===== src/hmi_pkg.sv =====
// Constants and types shared by the hardware multiply instruction unit.
// How it works
// - Literal form multiplies W by an 8-bit immediate, high byte to product_high.
// - Register form multiplies W by a file register; product pair gets 16 bits.
// - No status flag changes; the 16-bit result never overflows or carries.
// - A zero product leaves the zero flag exactly as it was.
package hmi_pkg;

  localparam int OPERAND_WIDTH = 8;
  localparam int PRODUCT_WIDTH = 2 * OPERAND_WIDTH;
  localparam int INSTR_WIDTH = 16;
  localparam int BANK_WIDTH = 4;
  localparam int FILE_ADDR_WIDTH = BANK_WIDTH + OPERAND_WIDTH;

  // Literal form: opcode byte 0000 1101 followed by the literal byte.
  localparam logic [7:0] OPCODE_MUL_LITERAL = 8'h0D;
  // Register form: 0000 001a followed by the file address byte.
  localparam logic [6:0] OPCODE_MUL_REGISTER = 7'h01;

  // Field positions inside the instruction word.
  localparam int OPCODE8_MSB = 15;
  localparam int OPCODE8_LSB = 8;
  localparam int OPCODE7_LSB = 9;
  localparam int ACCESS_BIT = 8;
  localparam int OPERAND_MSB = 7;

  // Access bank: low addresses map to bank 0, the rest to the top bank.
  localparam logic [7:0] ACCESS_SPLIT = 8'h60;
  localparam logic [3:0] ACCESS_LOW_BANK = 4'h0;
  localparam logic [3:0] ACCESS_HIGH_BANK = 4'hF;

  localparam logic [7:0] BYTE_RESET = 8'h00;
  localparam logic [11:0] ADDR_RESET = 12'h000;
  localparam logic [15:0] INSTR_RESET = 16'h0000;

  // Four instruction phases, Gray coded along the Q1-Q2-Q3-Q4 loop.
  typedef enum logic [1:0] {
    HMI_Q1 = 2'b00,
    HMI_Q2 = 2'b01,
    HMI_Q3 = 2'b11,
    HMI_Q4 = 2'b10
  } hmi_phase_type;

  typedef enum logic [1:0] {
    HMI_OP_NONE = 2'b00,
    HMI_OP_LITERAL = 2'b01,
    HMI_OP_REGISTER = 2'b11
  } hmi_op_type;

endpackage


===== src/hmi_mult.sv =====
// Unsigned combinational multiplier used by the multiply instruction unit.
`timescale 1ns/1ps
`default_nettype none
module hmi_mult #(
  parameter int WIDTH = 8
) (
  input wire logic [WIDTH-1:0] factor_a,
  input wire logic [WIDTH-1:0] factor_b,
  output logic [2*WIDTH-1:0] product
);

  if (WIDTH < 1) begin : g_width_check
    $error("hmi_mult: WIDTH must be at least 1");
  end

  // Both factors are zero-extended, so the full product always fits.
  always_comb begin
    product = {{WIDTH{1'b0}}, factor_a} * {{WIDTH{1'b0}}, factor_b};
  end

endmodule
`default_nettype wire


===== src/hmi_mul_unit.sv =====
// Execution unit for the literal and register multiply instructions.
`timescale 1ns/1ps
`default_nettype none
module hmi_mul_unit #(
  parameter int OPERAND_WIDTH = hmi_pkg::OPERAND_WIDTH,
  parameter int BANK_WIDTH = hmi_pkg::BANK_WIDTH
) (
  input wire logic sys_clk,
  input wire logic sys_rst,
  input wire logic instr_valid,
  input wire logic [hmi_pkg::INSTR_WIDTH-1:0] instr_word,
  input wire logic [OPERAND_WIDTH-1:0] w_value,
  input wire logic [BANK_WIDTH-1:0] bank_select_register,
  input wire logic [OPERAND_WIDTH-1:0] file_rdata,
  input wire logic [OPERAND_WIDTH-1:0] status_in,
  output logic [1:0] q_phase,
  output logic file_rd_en,
  output logic [BANK_WIDTH+OPERAND_WIDTH-1:0] file_addr,
  output logic [OPERAND_WIDTH-1:0] product_high,
  output logic [OPERAND_WIDTH-1:0] product_low,
  output logic product_we,
  output logic [OPERAND_WIDTH-1:0] status_out,
  output logic instr_unknown
);

  // The opcode layout and access bank mapping are fixed at byte operands
  // and a four-bit bank number, so other widths are refused.
  if (OPERAND_WIDTH != hmi_pkg::OPERAND_WIDTH || BANK_WIDTH != hmi_pkg::BANK_WIDTH) begin : g_param_check
    $error("hmi_mul_unit: operand and bank widths must match the instruction encoding");
  end

  typedef struct packed {
    hmi_pkg::hmi_phase_type phase;
    hmi_pkg::hmi_op_type op;
    logic [hmi_pkg::INSTR_WIDTH-1:0] instr;
    logic [OPERAND_WIDTH-1:0] op_a;
    logic [OPERAND_WIDTH-1:0] op_b;
    logic rd_en;
    logic [BANK_WIDTH+OPERAND_WIDTH-1:0] addr;
    logic [OPERAND_WIDTH-1:0] prod_high;
    logic [OPERAND_WIDTH-1:0] prod_low;
    logic prod_we;
    logic [OPERAND_WIDTH-1:0] status;
    logic unknown;
  } hmi_state_type;

  hmi_state_type state;
  hmi_state_type next_state;
  logic [2*OPERAND_WIDTH-1:0] mult_result;
  logic [7:0] opcode8;
  logic [6:0] opcode7;
  logic [OPERAND_WIDTH-1:0] operand_field;
  logic access_sel;

  hmi_mult #(
    .WIDTH(OPERAND_WIDTH)
  ) u_mult (
    .factor_a(state.op_a),
    .factor_b(state.op_b),
    .product(mult_result)
  );

  always_comb begin
    opcode8 = state.instr[hmi_pkg::OPCODE8_MSB:hmi_pkg::OPCODE8_LSB];
    opcode7 = state.instr[hmi_pkg::OPCODE8_MSB:hmi_pkg::OPCODE7_LSB];
    operand_field = state.instr[hmi_pkg::OPERAND_MSB:0];
    access_sel = state.instr[hmi_pkg::ACCESS_BIT];
  end

  always_comb begin
    next_state = state;
    // Strobes last one cycle unless a phase raises them again.
    next_state.rd_en = 1'b0;
    next_state.prod_we = 1'b0;
    next_state.unknown = 1'b0;
    case (state.phase)
      hmi_pkg::HMI_Q1: begin
        // Decode phase: take the instruction word and the W operand.
        next_state.phase = hmi_pkg::HMI_Q2;
        next_state.op = hmi_pkg::HMI_OP_NONE;
        if (instr_valid) begin
          next_state.instr = instr_word;
          next_state.op_a = w_value;
          // Flags are captured untouched; the multiply never rewrites them.
          next_state.status = status_in;
          if (instr_word[hmi_pkg::OPCODE8_MSB:hmi_pkg::OPCODE8_LSB] == hmi_pkg::OPCODE_MUL_LITERAL) begin
            next_state.op = hmi_pkg::HMI_OP_LITERAL;
          end else if (instr_word[hmi_pkg::OPCODE8_MSB:hmi_pkg::OPCODE7_LSB] == hmi_pkg::OPCODE_MUL_REGISTER) begin
            next_state.op = hmi_pkg::HMI_OP_REGISTER;
          end else begin
            next_state.unknown = 1'b1;
          end
        end
      end
      hmi_pkg::HMI_Q2: begin
        // Read phase: the literal comes from the word, a file register is fetched.
        next_state.phase = hmi_pkg::HMI_Q3;
        if (state.op == hmi_pkg::HMI_OP_LITERAL && opcode8 == hmi_pkg::OPCODE_MUL_LITERAL) begin
          next_state.op_b = operand_field;
        end else if (state.op == hmi_pkg::HMI_OP_REGISTER && opcode7 == hmi_pkg::OPCODE_MUL_REGISTER) begin
          next_state.rd_en = 1'b1;
          if (access_sel) begin
            next_state.addr = {bank_select_register, operand_field};
          end else if (operand_field < hmi_pkg::ACCESS_SPLIT) begin
            next_state.addr = {hmi_pkg::ACCESS_LOW_BANK, operand_field};
          end else begin
            next_state.addr = {hmi_pkg::ACCESS_HIGH_BANK, operand_field};
          end
        end
      end
      hmi_pkg::HMI_Q3: begin
        // Process phase: the file register answers in the same cycle as the read strobe.
        next_state.phase = hmi_pkg::HMI_Q4;
        if (state.op == hmi_pkg::HMI_OP_REGISTER) begin
          next_state.op_b = file_rdata;
        end
      end
      hmi_pkg::HMI_Q4: begin
        // Write phase: only the product pair is written; W and the file
        // register have no write path here, so both sources stay intact.
        next_state.phase = hmi_pkg::HMI_Q1;
        if (state.op != hmi_pkg::HMI_OP_NONE) begin
          next_state.prod_high = mult_result[2*OPERAND_WIDTH-1:OPERAND_WIDTH];
          next_state.prod_low = mult_result[OPERAND_WIDTH-1:0];
          next_state.prod_we = 1'b1;
        end
        // A zero product is deliberately not tested; the flags go back as taken.
        next_state.status = state.status;
      end
      default: begin
        next_state.phase = hmi_pkg::HMI_Q1;
        next_state.op = hmi_pkg::HMI_OP_NONE;
      end
    endcase
  end

  always_ff @(posedge sys_clk) begin
    if (sys_rst) begin
      state.phase <= hmi_pkg::HMI_Q1;
      state.op <= hmi_pkg::HMI_OP_NONE;
      state.instr <= hmi_pkg::INSTR_RESET;
      state.op_a <= hmi_pkg::BYTE_RESET;
      state.op_b <= hmi_pkg::BYTE_RESET;
      state.rd_en <= 1'b0;
      state.addr <= hmi_pkg::ADDR_RESET;
      state.prod_high <= hmi_pkg::BYTE_RESET;
      state.prod_low <= hmi_pkg::BYTE_RESET;
      state.prod_we <= 1'b0;
      state.status <= hmi_pkg::BYTE_RESET;
      state.unknown <= 1'b0;
    end else begin
      state <= next_state;
    end
  end

  always_comb begin
    q_phase = state.phase;
    file_rd_en = state.rd_en;
    file_addr = state.addr;
    product_high = state.prod_high;
    product_low = state.prod_low;
    product_we = state.prod_we;
    status_out = state.status;
    instr_unknown = state.unknown;
  end

endmodule
`default_nettype wire


===== config.mk =====
export PLATFORM = sky130hd
export DESIGN_NAME = hmi_mul_unit
export DESIGN_NICKNAME = d
export VERILOG_FILES = /design/src/hmi_pkg.sv /design/src/hmi_mult.sv /design/src/hmi_mul_unit.sv
export SDC_FILE = /design/constraint.sdc
export NUM_CORES = 1
export LEC_CHECK = 0
export BUFFER_PORTS_ARGS = -buffer_cell sky130_fd_sc_hd__buf_2
export CORE_ASPECT_RATIO = 0.8
export CORE_MARGIN = 1
export CORE_UTILIZATION = 30
export DETAILED_ROUTE_END_ITERATION = 10
export GPL_ROUTABILITY_DRIVEN = 1
export SLEW_MARGIN = 20
export SYNTH_ARGS = -nofsm -noshare
export SYNTH_HDL_FRONTEND = slang
export SYNTH_SLANG_ARGS = --single-unit

===== constraint.sdc =====
create_clock -name sys_clk -period 4.9 [get_ports sys_clk]
set_clock_uncertainty 0.05 [all_clocks]
set_input_delay 1.225 -clock sys_clk [delete_from_list [all_inputs] [get_ports sys_clk]]
set_output_delay 1.225 -clock sys_clk [all_outputs]
set_load 0.005 [all_outputs]

==> results.json <==
{
  "status": "completed",
  "synth_warnings": 0,
  "ys_seq_area_frac": 0.296,
  "die_w_um": 147,
  "layout.cells.non_filler": 876,
  "wl_per_cell_um": 13.2,
  "dieHeight_um": 118,
  "synth_nets": 722,
  "drt-vias-per-instance": 4.56,
  "clock_sinks": 75,
  "crit_type": "reg2reg",
  "syn_avg_cell_area_um2": 8.41,
  "grt_pass1_wl_mm": 19.6,
  "ir_drop_uv": 125,
  "worst_setup_path_end_kind": "flop",
  "synth_area_um2": 5070,
  "num_io_pins": 88,
  "rr_startpoint": "state[41]",
  "max_freq_mhz": 215,
  "cap_violations": 0,
  "fillCellCount": 1766,
  "drtPass1Iterations": 4,
  "cts-hold-fix-buffers": 0,
  "finalMaxSlewViolations": 0,
  "synth.ff_latch_count": 75,
  "core-area_um2": 16600,
  "hold_end": "opcode7[4]",
  "dpl.hpwl_mm": 8.95,
  "antenna_found_initial": 0,
  "dpl_cell_area_um2": 5480,
  "tritoncts": "done",
  "finalPower_mw": 1.41,
  "fin_crit_sh": 0.951,
  "path_common_cell": "fa_1",
  "area_growth_pct": 14.4,
  "pre_cts_ws_ps": 142,
  "cp_max_fo": 9,
  "synth_cell_types": 44,
  "cts_root_buf": "clkbuf_16",
  "synth_edf_count": 0,
  "cts.clk_slew.worst_paths_ps": 60,
  "r2r.worst_path.cells": 15,
  "synth-main-ff-cell": "dfxtp_1",
  "crit_required_ps": 5110,
  "min_from": "opcode7[4]",
  "rrSetupSlack_ps": 240,
  "rsz0062_at_grt": "false",
  "track_usage": 0.141,
  "whs_ps": 400,
  "grt_pass1_vias": 3819,
  "dr_total_vias": 3994,
  "dr.first_iter.drc_count": 219,
  "tns_ps": 0,
  "die_area_um2": 17400,
  "dpl.cell_count": 860,
  "finalCriticalPeriod_ps": 4660,
  "tightest_slew_ps": 733,
  "postRouteAntennaNets": 0,
  "worst_hold_path_type": "reg2reg",
  "r2r-end": "product_high[4]",
  "n_antenna_cell": 0,
  "portBuffers": 87,
  "drive_above_1_share": 0.188,
  "grt_max_degree": 59,
  "cp-start-kind": "flop",
  "crit_path_cell_trace": "nand2_1, fa_1, fa_1, inv_1, fa_1, inv_1, fa_1, inv_1, ha_1, a21oi_1, nand2_1, a221o_1, a22oi_1, mux2_2, o22ai_1",
  "finalSetupViolations": 0,
  "async_reset_ff_frac": 0,
  "whs_path_depth": 2,
  "worst_path_max_delay_cell": "fa_1",
  "fin_nets": 770,
  "grt_remaining_overflow": 0,
  "drc": 0,
  "clock_path_buffers": 2,
  "p_leak_nw": 2.83,
  "final_core_util": 0.350,
  "worst_path_largest_cell_delay_ps": 530,
  "routed_wl_mm": 11.6,
  "rows": 42,
  "insertion_delay_ps": 340,
  "slew_headroom": 0.511,
  "arrival_ps": 4870,
  "cts-buffers-inserted": 9,
  "power_density_nw_per_um2": 243,
  "final_hold_viol_count": 0,
  "gp_congestion": 0.835,
  "start_util": 0.306,
  "htreeDepth": 3,
  "fin_area_um2": 5800,
  "syn-instance-count": 603,
  "worst_slack_ps": 241
}
-- cell usage in the layout, fill, tap and decap left out, types with 3 or more instances in the layout --
| master | netlist | routed |
|---|---|---|
| ha_1 | 36 | 36 |
| nand3_1 | 12 | 12 |
| nor3_1 | 6 | 6 |
| inv_1 | 50 | 50 |
| fa_1 | 36 | 36 |
| clkinv_4 | 0 | 3 |
| o21ai_0 | 7 | 7 |
| dfxtp_1 | 75 | 69 |
| nor2_1 | 33 | 33 |
| mux2i_1 | 8 | 8 |
| a21oi_1 | 52 | 52 |
| xor2_1 | 5 | 5 |
| buf_4 | 39 | 12 |
| or3_1 | 3 | 3 |
| xnor2_1 | 4 | 4 |
| or4_1 | 3 | 3 |
| a21o_1 | 6 | 6 |
| clkbuf_16 | 0 | 9 |
| dfxtp_2 | 0 | 6 |
| nand2_1 | 114 | 114 |
| buf_2 | 1 | 87 |
| a311oi_1 | 8 | 8 |
| nor2b_1 | 6 | 6 |
| nand3b_1 | 3 | 3 |
| and2_1 | 47 | 47 |
| a211oi_1 | 3 | 3 |
-- repair_timing --
action,4_1_cts,5_1_grt
buffers inserted,0,0
gates resized for setup,0,6
endpoints found under the setup margin,0,2
-- state kept, by name (all words and copies together), names as in the netlist, 2 cells and up --
signal,cells
q_phase,2
opcode7,7
product_low,8
status_out,8
state,18
operand_field,8
product_high,8
file_addr,12
-- area by class of cell --
type / instances / area [um^2] / area share
clock buffers: 10 / 239 / 0.0412
clock inverters: 6 / 72.6 / 0.0125
inverters: 50 / 188 / 0.0323
multi-input cells: 416 / 2990 / 0.516
flip-flops and latches: 75 / 1510 / 0.260
well taps: 220 / 275 / 0.0474
repair buffers: 99 / 526 / 0.0906
-- critical path, delay by kind of cell (launching register included) --
family / cells / cell delay [ps]
adders and majority gates: 5 / 2350
AOI/OAI and AO/OA: 4 / 970
DFF: 1 / 480
muxes: 1 / 350
and+or+nand+nor: 2 / 210
buffers and inverters: 3 / 160
-- how the worst max path moves through the flow --
stage               slack (ps)              end  cells after the start  startpoint
CTS                        110  product_high[4]                     15   state[45]
global placement           280  product_high[4]                     15   state[45]
finish                     240  product_high[4]                     15   state[41]
detailed placement         140  product_high[4]                     15   state[45]
global route                30  product_high[4]                     15   state[41]
floorplan                  460  product_high[4]                     15   state[47]
-- metal layers --
layer	wire [um]	vias up	part of all wire	track usage
li1	-	2025	-	-
met1	5900	1890	0.51	0.202
met2	5090	67	0.44	0.208
met3	459	12	0.040	0.0355
met4	129	0	0.011	0.0380
met5	0	-	0	0
-- power by group --
group	switching, mW	internal, mW	total [mW]
sequential	0.0164	0.626	0.642
combinational	0.0512	0.0353	0.0865
clock	0.271	0.412	0.683
-- cells in the mapped netlist, drive strengths merged (3+ instances only) --
master	number	share of area
nand3b	3	0.0044
nor2b	6	0.0074
clkbuf	20	0.015
a21oi	52	0.051
nand2	114	0.084
dfxtp	75	0.30
xor2	5	0.0086
o21ai	7	0.0069
nor2	33	0.024
xnor2	4	0.0069
a21o	6	0.0089
inv	50	0.037
a311oi	8	0.014
or4	3	0.0044
nor3	6	0.0059
and2	47	0.058
ha	36	0.089
nand3	12	0.012
a211oi	3	0.0044
o22ai	3	0.0049
buf	42	0.062
or3	3	0.0037
fa	36	0.14
mux2i	8	0.016
-- logic make-up (layout without fill, tap and decap cells) --
kind of cell	count (synthesis)	in the layout	synth area share
xor gates and xnor gates	9	9	0.0155
and+or+nand+nor	235	235	0.216
DFF	75	75	0.296
AOI/OAI and AO/OA	91	91	0.109
adders and majority gates	72	72	0.231
muxes	9	9	0.0180
buffers and inverters	112	165	0.114
Power figures use the tool's default switching activity.
